## config.mk

```make
export PLATFORM = sky130hd
export DESIGN_NAME = dpmu_top
export DESIGN_NICKNAME = d
export VERILOG_FILES = /design/src/rtl/dpmu_pkg.sv /design/src/rtl/dpmu_top.sv
export SDC_FILE = /design/constraint.sdc
export NUM_CORES = 1
export LEC_CHECK = 0
export BUFFER_PORTS_ARGS = -buffer_cell sky130_fd_sc_hd__buf_2
export CORE_MARGIN = 2
export CORE_UTILIZATION = 40
export DETAILED_ROUTE_END_ITERATION = 6
export GPL_TIMING_DRIVEN = 0
export HOLD_SLACK_MARGIN = 0.08
export PLACE_DENSITY_LB_ADDON = 0.08
export SLEW_MARGIN = 15
export SYNTH_ARGS = -nofsm -noshare
export SYNTH_HDL_FRONTEND = slang
export SYNTH_SLANG_ARGS = --single-unit
export TNS_END_PERCENT = 50
```

## constraint.sdc

```tcl
create_clock -name clock -period 1.65 [get_ports clock]
set_input_delay 0.33 -clock clock [delete_from_list [all_inputs] [get_ports clock]]
set_output_delay 0.33 -clock clock [all_outputs]
set_load 0.005 [all_outputs]
```

## src/rtl/dpmu_pkg.sv

```systemverilog
// Constants for the upper DiffServ priority map: offsets, fields, reset values.
// Assumes byte-wide register access through the switch management port.
//
// What this block does
// RULE_01: Codepoint is bits 7..2 of the frame's TOS/DiffServ/Traffic Class byte.
// RULE_02: Offset 0x68 holds priorities for codepoints 0x20..0x23, two bits each.
// RULE_03: Offset 0x69 holds priorities for codepoints 0x24..0x27, two bits each.
// RULE_04: Offset 0x6A holds priorities for codepoints 0x28..0x2B, two bits each.
// RULE_05: Offset 0x6B holds priorities for codepoints 0x2C..0x2F, two bits each.
// RULE_06: Offset 0x6C holds priorities for codepoints 0x30..0x33, two bits each.
// RULE_07: Offset 0x6D holds priorities for codepoints 0x34..0x37, two bits each.
// RULE_08: Offset 0x6E holds priorities for codepoints 0x38..0x3B, two bits each.
// RULE_09: Every field is read/write and clears to zero on reset.
// RULE_10: Offset 0x6F holds codepoints 0x3C..0x3F with the same layout.
// RULE_11: Lookup reads stored fields directly; writes affect only later frames.
package dpmu_pkg;

	// ---------------------------------------------------------------
	// Register offsets
	// ---------------------------------------------------------------
	localparam logic [7:0] DPMU_OFS_20_23 = 8'h68;
	localparam logic [7:0] DPMU_OFS_24_27 = 8'h69;
	localparam logic [7:0] DPMU_OFS_28_2B = 8'h6a;
	localparam logic [7:0] DPMU_OFS_2C_2F = 8'h6b;
	localparam logic [7:0] DPMU_OFS_30_33 = 8'h6c;
	localparam logic [7:0] DPMU_OFS_34_37 = 8'h6d;
	localparam logic [7:0] DPMU_OFS_38_3B = 8'h6e;
	localparam logic [7:0] DPMU_OFS_3C_3F = 8'h6f;

	// ---------------------------------------------------------------
	// Table layout
	// ---------------------------------------------------------------
	localparam int         DPMU_NREG      = 8;
	localparam logic [4:0] DPMU_ADDR_HI   = 5'h0d;   // 0x68..0x6F share addr[7:3]
	localparam int         DPMU_CP_MSB    = 7;
	localparam int         DPMU_CP_LSB    = 2;
	localparam logic [5:0] DPMU_CP_FIRST  = 6'h20;
	localparam int         DPMU_FLD_W     = 2;
	localparam logic [7:0] DPMU_MAP_RST   = 8'h00;
	localparam logic [1:0] DPMU_PRIO_RST  = 2'h0;

endpackage : dpmu_pkg

```

## src/rtl/dpmu_top.sv

```systemverilog
// Upper DiffServ priority map: eight byte registers and the classifier lookup.
// Assumes the management port and classifier run on the system clock.
`timescale 1ns/1ns

module dpmu_top
	import dpmu_pkg::*;
(
	input  wire logic       clock,
	input  wire logic       rst_b,
	input  wire logic [7:0] reg_addr,
	input  wire logic       reg_wr,
	input  wire logic       reg_rd,
	input  wire logic [7:0] reg_wdata,
	output logic      [7:0] reg_rdata,
	output logic            reg_rvld,
	input  wire logic       cls_vld,
	input  wire logic [7:0] cls_tos,
	output logic      [1:0] cls_prio,
	output logic            cls_hit,
	output logic            cls_prio_vld
);

	// ---------------------------------------------------------------
	// Storage and decode
	// ---------------------------------------------------------------
	logic [7:0] map_r [DPMU_NREG];
	logic [7:0] reg_rdata_r;
	logic       reg_rvld_r;
	logic [1:0] cls_prio_r;
	logic       cls_hit_r;
	logic       cls_prio_vld_r;

	wire        addr_in  = (reg_addr[7:3] == DPMU_ADDR_HI);
	wire  [2:0] addr_idx = reg_addr[2:0];
	wire        wr_hit   = reg_wr && addr_in;
	wire        rd_hit   = reg_rd && addr_in;

	// Upper half of codepoint space lives here; lower half in another bank
	wire  [5:0] cp       = cls_tos[DPMU_CP_MSB:DPMU_CP_LSB];        // RULE_01
	wire        cp_hit   = (cp >= DPMU_CP_FIRST);
	wire  [2:0] cp_reg   = cp[4:2];
	// Each register serves four codepoints; codepoint bits 4..2 pick the byte
	wire  [7:0] byte_20_23 = map_r[0];                               // RULE_02
	wire  [7:0] byte_24_27 = map_r[1];                               // RULE_03
	wire  [7:0] byte_28_2b = map_r[2];                               // RULE_04
	wire  [7:0] byte_2c_2f = map_r[3];                               // RULE_05
	wire  [7:0] byte_30_33 = map_r[4];                               // RULE_06
	wire  [7:0] byte_34_37 = map_r[5];                               // RULE_07
	wire  [7:0] byte_38_3b = map_r[6];                               // RULE_08
	wire  [7:0] byte_3c_3f = map_r[7];                               // RULE_10

	wire  [7:0] cp_byte  = (cp_reg == 3'h0) ? byte_20_23 :
	                       (cp_reg == 3'h1) ? byte_24_27 :
	                       (cp_reg == 3'h2) ? byte_28_2b :
	                       (cp_reg == 3'h3) ? byte_2c_2f :
	                       (cp_reg == 3'h4) ? byte_30_33 :
	                       (cp_reg == 3'h5) ? byte_34_37 :
	                       (cp_reg == 3'h6) ? byte_38_3b :
	                       byte_3c_3f;                                // RULE_11
	wire  [1:0] cp_fld   = cp_byte[{cp[1:0], 1'b0} +: DPMU_FLD_W];   // RULE_02
	wire  [1:0] prio_nxt = cp_hit ? cp_fld : DPMU_PRIO_RST;

	// ---------------------------------------------------------------
	// Register file
	// ---------------------------------------------------------------
	// A read in the same cycle as a write returns the old contents
	always_ff @(posedge clock or negedge rst_b) begin
		if (!rst_b) begin
			for (int i = 0; i < DPMU_NREG; i++) begin
				map_r[i] <= DPMU_MAP_RST;                          // RULE_09
			end
		end else if (wr_hit) begin
			map_r[addr_idx] <= reg_wdata;                          // RULE_10
		end
	end

	always_ff @(posedge clock or negedge rst_b) begin
		if (!rst_b) begin
			reg_rdata_r <= DPMU_MAP_RST;
			reg_rvld_r  <= 1'b0;
		end else begin
			reg_rdata_r <= rd_hit ? map_r[addr_idx] : DPMU_MAP_RST;  // RULE_09
			reg_rvld_r  <= rd_hit;
		end
	end

	// ---------------------------------------------------------------
	// Lookup
	// ---------------------------------------------------------------
	// Output is registered; a write seen at this edge applies to the next frame
	always_ff @(posedge clock or negedge rst_b) begin
		if (!rst_b) begin
			cls_prio_r     <= DPMU_PRIO_RST;
			cls_hit_r      <= 1'b0;
			cls_prio_vld_r <= 1'b0;
		end else begin
			cls_prio_r     <= cls_vld ? prio_nxt : DPMU_PRIO_RST;    // RULE_03
			cls_hit_r      <= cls_vld && cp_hit;                     // RULE_01
			cls_prio_vld_r <= cls_vld;
		end
	end

	assign reg_rdata    = reg_rdata_r;
	assign reg_rvld     = reg_rvld_r;
	assign cls_prio     = cls_prio_r;
	assign cls_hit      = cls_hit_r;
	assign cls_prio_vld = cls_prio_vld_r;

	// ---------------------------------------------------------------
	// Assertions
	// ---------------------------------------------------------------
	logic first_r;

	always_ff @(posedge clock or negedge rst_b) begin
		if (!rst_b) begin
			first_r <= 1'b1;
		end else begin
			first_r <= 1'b0;
		end
	end

	// ---------------------------------------------------------------
	// Per-register write strobes
	// ---------------------------------------------------------------
	// Read only by the checks below; the store itself indexes by addr[2:0]
	wire        wr_20_23 = wr_hit && (reg_addr == DPMU_OFS_20_23);   // RULE_02
	wire        wr_24_27 = wr_hit && (reg_addr == DPMU_OFS_24_27);   // RULE_03
	wire        wr_28_2b = wr_hit && (reg_addr == DPMU_OFS_28_2B);   // RULE_04
	wire        wr_2c_2f = wr_hit && (reg_addr == DPMU_OFS_2C_2F);   // RULE_05
	wire        wr_30_33 = wr_hit && (reg_addr == DPMU_OFS_30_33);   // RULE_06
	wire        wr_34_37 = wr_hit && (reg_addr == DPMU_OFS_34_37);   // RULE_07
	wire        wr_38_3b = wr_hit && (reg_addr == DPMU_OFS_38_3B);   // RULE_08
	wire        wr_3c_3f = wr_hit && (reg_addr == DPMU_OFS_3C_3F);   // RULE_10
endmodule : dpmu_top
```

# Word-level counts from Yosys, hierarchy flattened
# Cells that the tools add are included.
# totals
input_bits	29
ff_bits	77
output_inout_bits	13
wordCells	46
# op_classes
bitwise_logic	1
muxes	16
n_reduce_logical	5
n_lt_le_gt_ge	3
eq_ne	7
shifts	1
# ops
cell	count
8-bit 2-to-1 mux	11
64-bit bitwise mux	1
8-bit binary-select mux with 3-bit select	1
8-bit demux with 3-bit select	1
3-bit equality test (second input constant)	3
8-bit by 4-bit variable part select with 2-bit output	1
3-bit by 2-bit equality test with 1-bit output (second input constant)	2
6-bit greater-or-equal comparator (second input constant)	1
5-bit by 4-bit equality test with 1-bit output (second input constant)	1
4-bit greater-or-equal comparator (second input constant)	1
1-bit logical AND	4
4-bit by 1-bit < comparator with 1-bit output (second input constant)	1
2-bit 2-to-1 mux	2
3-bit NOT with 4-bit output	1
3-bit by 1-bit equality test with 1-bit output (second input constant)	1
3-bit logical NOT	1

# Logic depth before layout (Yosys ltp)
# depth
ltp_word	11
mapped_depth	8
ltp_nobuf	5

# Worst setup path after synthesis
# Ideal clock, no wire load.
# synth_timing
kind	input-to-reg
startpoint	input port reg_addr[4]
endpoint	register map_r (netlist bit byte_2c_2f[0])
setup_slack_ns	0.022
n_path_buf	0
required_ns	1.525
arrival_ns	1.503
setup_ns	0.125
stages	5
cell_sequence	nand4b_1 nor2_1 nand3_2 nor2_2 mux2_2
# synth_via
elab_chain_cells	2
# synth_lines
element	line_no	rtl
start: declaration	dpmu_top.sv:10	input wire logic [7:0] reg_addr,
5-bit by 4-bit equality test with 1-bit output	dpmu_top.sv:33	wire addr_in = (reg_addr[7:3] == DPMU_ADDR_HI);
1-bit logical AND	dpmu_top.sv:35	wire wr_hit = reg_wr && addr_in;
end signal: indexed assignment	dpmu_top.sv:73	map_r[addr_idx] <= reg_wdata;
end: declaration	dpmu_top.sv:26	logic [7:0] map_r [DPMU_NREG];
# No other way between the ends.
# A chain may end at the register's enable or synchronous reset.

# Worst setup path in the final report
# layout_timing
startpoint	register map_r (netlist bit byte_30_33[2])
endpoint	register cls_prio_r[0], in the netlist cls_prio[0]
# layout_via
elab_chain_cells	8
# layout_lines
element	line_no	rtl
8-bit 2-to-1 mux	dpmu_top.sv:56	(cp_reg == 3'h4) ? byte_30_33 :
8-bit 2-to-1 mux	dpmu_top.sv:55	(cp_reg == 3'h3) ? byte_2c_2f :
8-bit 2-to-1 mux	dpmu_top.sv:54	(cp_reg == 3'h2) ? byte_28_2b :
8-bit 2-to-1 mux	dpmu_top.sv:53	(cp_reg == 3'h1) ? byte_24_27 :
8-bit 2-to-1 mux	dpmu_top.sv:52	wire [7:0] cp_byte = (cp_reg == 3'h0) ? byte_20_23 :
8-bit by 4-bit variable part select with 2-bit output	dpmu_top.sv:60	wire [1:0] cp_fld = cp_byte[{cp[1:0], 1'b0} +: DPMU_FLD_W];
2-bit 2-to-1 mux	dpmu_top.sv:61	wire [1:0] prio_nxt = cp_hit ? cp_fld : DPMU_PRIO_RST;
2-bit 2-to-1 mux	dpmu_top.sv:97	cls_prio_r <= cls_vld ? prio_nxt : DPMU_PRIO_RST;
end signal: assignment	dpmu_top.sv:97	
end: declaration	dpmu_top.sv:29	logic [1:0] cls_prio_r;
# No other way between the ends.

==> results.yml <==
worst_setup_path:
  critPathArrivalTime_ns: 1.79
  startpoint_type: "flop"
  path_class: "reg -> reg"
  required_ns: 1.87
  cp-end-kind: "flop"
  critPathMaxFanout: 3
layout:
  fin_nets: 417
  diodes: 0
  final_util_pct: 48.67
  areaGrowthSynthToFinish_pct: 17.56
  final_layout_size_suffix_gt1_share_pct: 43.11
  num-fill-cells: 911
cts:
  clk_pin_slew_ns: 0.08
  cts_buffers: 9
  cts_root_buf: "clkbuf_8"
  cts.path.max_buffers: 2
  insertion_delay_ns: 0.36
  cts.sinks: 77
  htreeDepth: 3
  cts_tree: "yes"
sta:
  period_share_pct: 95.22
  worst_slew_pin_slew_ns: 0.6240
  hold_violations: 0
  maxSlewHeadroom_pct: 58.40
  hold_ws_ns: 0.2349
  finalCriticalPeriod_ns: 1.571
  skew_ns: 0.007501
  setup_viol: 0
  max_freq_ghz: 0.6365
  slew_viol_final: 0
  finalSetupTns_ns: 0
power:
  switching_share_pct: 26.14
  p_comb_share_pct: 12.5
  p_switching_mw: 1.075
  clockPowerShare_pct: 38.1
  p_int_mw: 3.038
  vdd.ir_drop.worst_v: 0.0003844
  seq_power_share_pct: 49.3
  leakage_nw: 2.265
  power.density_mw_per_mm2: 856.9
drt:
  drtPass1Iterations: 5
  drt-total-wl_mm: 11.84
  routedWlPerCell_um: 22.55
  drc_errors: 0
  viasPerCell: 5.931
  dr.first_iter.drc_count: 209
  final_antenna_net_count: 0
  dr_total_vias: 3114
place:
  routabilityCongestion: 0.9157
  hpwl_mm: 8.106
  numPortBuffers: 35
global_route:
  grt_util_met1_pct: 31.49
  overflow: 0
  grt_pass1_wl_mm: 18.54
  met3_usage_pct: 5.303
  grt_pass1_vias: 3144
  use_met2_pct: 32.93
  antenna_found_initial: 0
  grt_max_degree: 46
  grt-busiest-layer: "met2"
  grt_usage_pct: 22.56
floorplan:
  fp.coreArea_mm2: 0.009864
  rows: 36
  die_y_um: 105.0
  io-pin-count: 42
  fp.dieW_um: 105.0
  start_util_pct: 41.40
  dieArea_mm2: 0.01103
synthesis:
  ys_top_cells_by_area: "dfrtp_1, mux2_2, mux2i_1"
  yosysSeqAreaShare_pct: 47.18
  syn_inst: 335
  netlist_area_mm2: 0.004084
  synth_fp_nets: 364
  postSynthAreaPerCell_um2: 12.19
  synth_ff_type: "dfrtp_1"
  yosysTopAreaCellShare_pct: 47.18
  yosysWarnings: 0
  synth_edf_count: 0
  ys_ff_latch: 77
  async_flop_share_pct: 100.0
  synth.distinct_cells: 50
  yosys.area.top_type: "dfrtp_1"
outcome:
  status: "finished, final reports clean"
hold_path:
  hp-class: "in -> reg"
flow_run:
  drv_cap: 0
## sequential cells by signal, indices dropped and copies added (netlist names)
signal and cells:
byte_24_27 8, byte_3c_3f 8, cls_prio 2, byte_30_33 8, cls_prio_vld 1, byte_2c_2f 8
reg_rdata 8, byte_28_2b 8, byte_20_23 8, byte_38_3b 8, byte_34_37 8, cls_hit 1
reg_rvld 1
## path summary, 6_finish.rpt
check                               from             to  slack, ns  depth (start not counted)
max                        byte_30_33[2]    cls_prio[0]       0.08                          5
min                           cls_tos[7]        cls_hit       0.23                          2
max reg2reg                byte_30_33[2]    cls_prio[0]       0.08                          5
min reg2reg                byte_2c_2f[4]  byte_2c_2f[4]       0.51                          1
max in group asynchronous          rst_b  byte_3c_3f[5]       0.63                          3
min in group asynchronous          rst_b  byte_30_33[0]       0.45                          2
## per-layer routing
layer  routed length [um]  share of wire, %
met5                    0                 0
met4                  346               2.9
met1                 5411                46
met3                  796               6.7
met2                 5287                45
## power by group through the flow
stage	Clock [mW]	Combinational, mW	Sequential [mW]
floorplan	0	0.311	2.04
global placement	0	0.486	2.07
detailed placement	0	0.502	2.07
CTS	1.59	0.506	2.03
global route	1.66	0.558	2.04
finish	1.57	0.515	2.03
## cell usage in the layout, fill, tap and decap left out, types with 5 or more instances in the layout
cell / instances
a21oi_1: 11
nand2_1: 16
o21ai_0: 8
mux4_2: 7
nor2_1: 17
mux2_2: 77
nor3_1: 9
nor2b_1: 5
nand2b_1: 8
clkbuf_8: 9
buf_4: 5
o22ai_1: 10
dfrtp_1: 77
mux2i_1: 16
buf_12: 5
buf_2: 45
## per-stage QoR
| step | instances | instance area (um^2) | power (mW) | setup WS [ns] |
|---|---|---|---|---|
| after floorplan | 335 | 4084 | 2.355 | 0.02222 |
| after global placement | 503 | 4425 | 2.553 | -0.5393 |
| after detailed placement | 504 | 4456 | 2.568 | -0.5569 |
| after CTS | 520 | 4681 | 4.129 | -0.1589 |
| after global routing | 525 | 4801 | 4.258 | -0.005582 |
| final | 525 | 4801 | 4.114 | 0.07883 |
## what timing repair did
action                                  CTS  global route
hold buffers                              1             1
endpoints found under the setup margin   40            34
pin swaps                                 0             4
gates resized for setup                   1             7
setup buffers                             0             4
endpoints found under the hold margin    32             1
## cell families (layout without fill, tap and decap cells)
kind of cell	after synthesis	in the layout	share of synthesized area [%]
multiplexers	101	101	29.29
flip-flops	77	77	47.18
AND/OR/NAND/NOR	75	75	9.988
AO/OA/AOI/OAI	59	59	10.02
buffers and inverters	23	80	3.523
## Yosys cell counts (2+ instances only)
cell type	number
dfrtp_1	77
mux2_2	77
nor2_1	18
nand2_1	17
mux2i_1	16
a21oi_1	11
buf_2	11
o22ai_1	10
nor3_1	9
nand2b_1	8
o21ai_0	8
mux4_2	7
nor2b_1	5
a2111oi_0	4
a211oi_1	4
buf_4	4
nor2_2	4
o221ai_1	4
nor3b_1	3
a22oi_1	2
clkbuf_1	2
inv_1	2
nand3_1	2
nand3_2	2
nand4b_1	2
o22a_1	2
## critical path, stage by stage (launching register included)
cell      delay, ns
dfrtp_1        0.40
mux2_2         0.26
a22oi_1        0.25
nor2_1         0.07
o311ai_1       0.29
o22ai_1        0.16
## cell type report
class                   instances  area (um^2)  share of cell area [%]
multi-input cells             235         2046                   42.61
inverters                       2        7.507                  0.1564
repair buffers                 42        305.3                   6.359
plain buffers                  21        136.4                   2.841
flip-flops and latches         77         1927                   40.14
clock buffers                   9        123.9                   2.580
well taps                     133        166.4                   3.466
clock inverters                 6        88.84                   1.850
No activity file was read; power rests on OpenSTA's default activity.
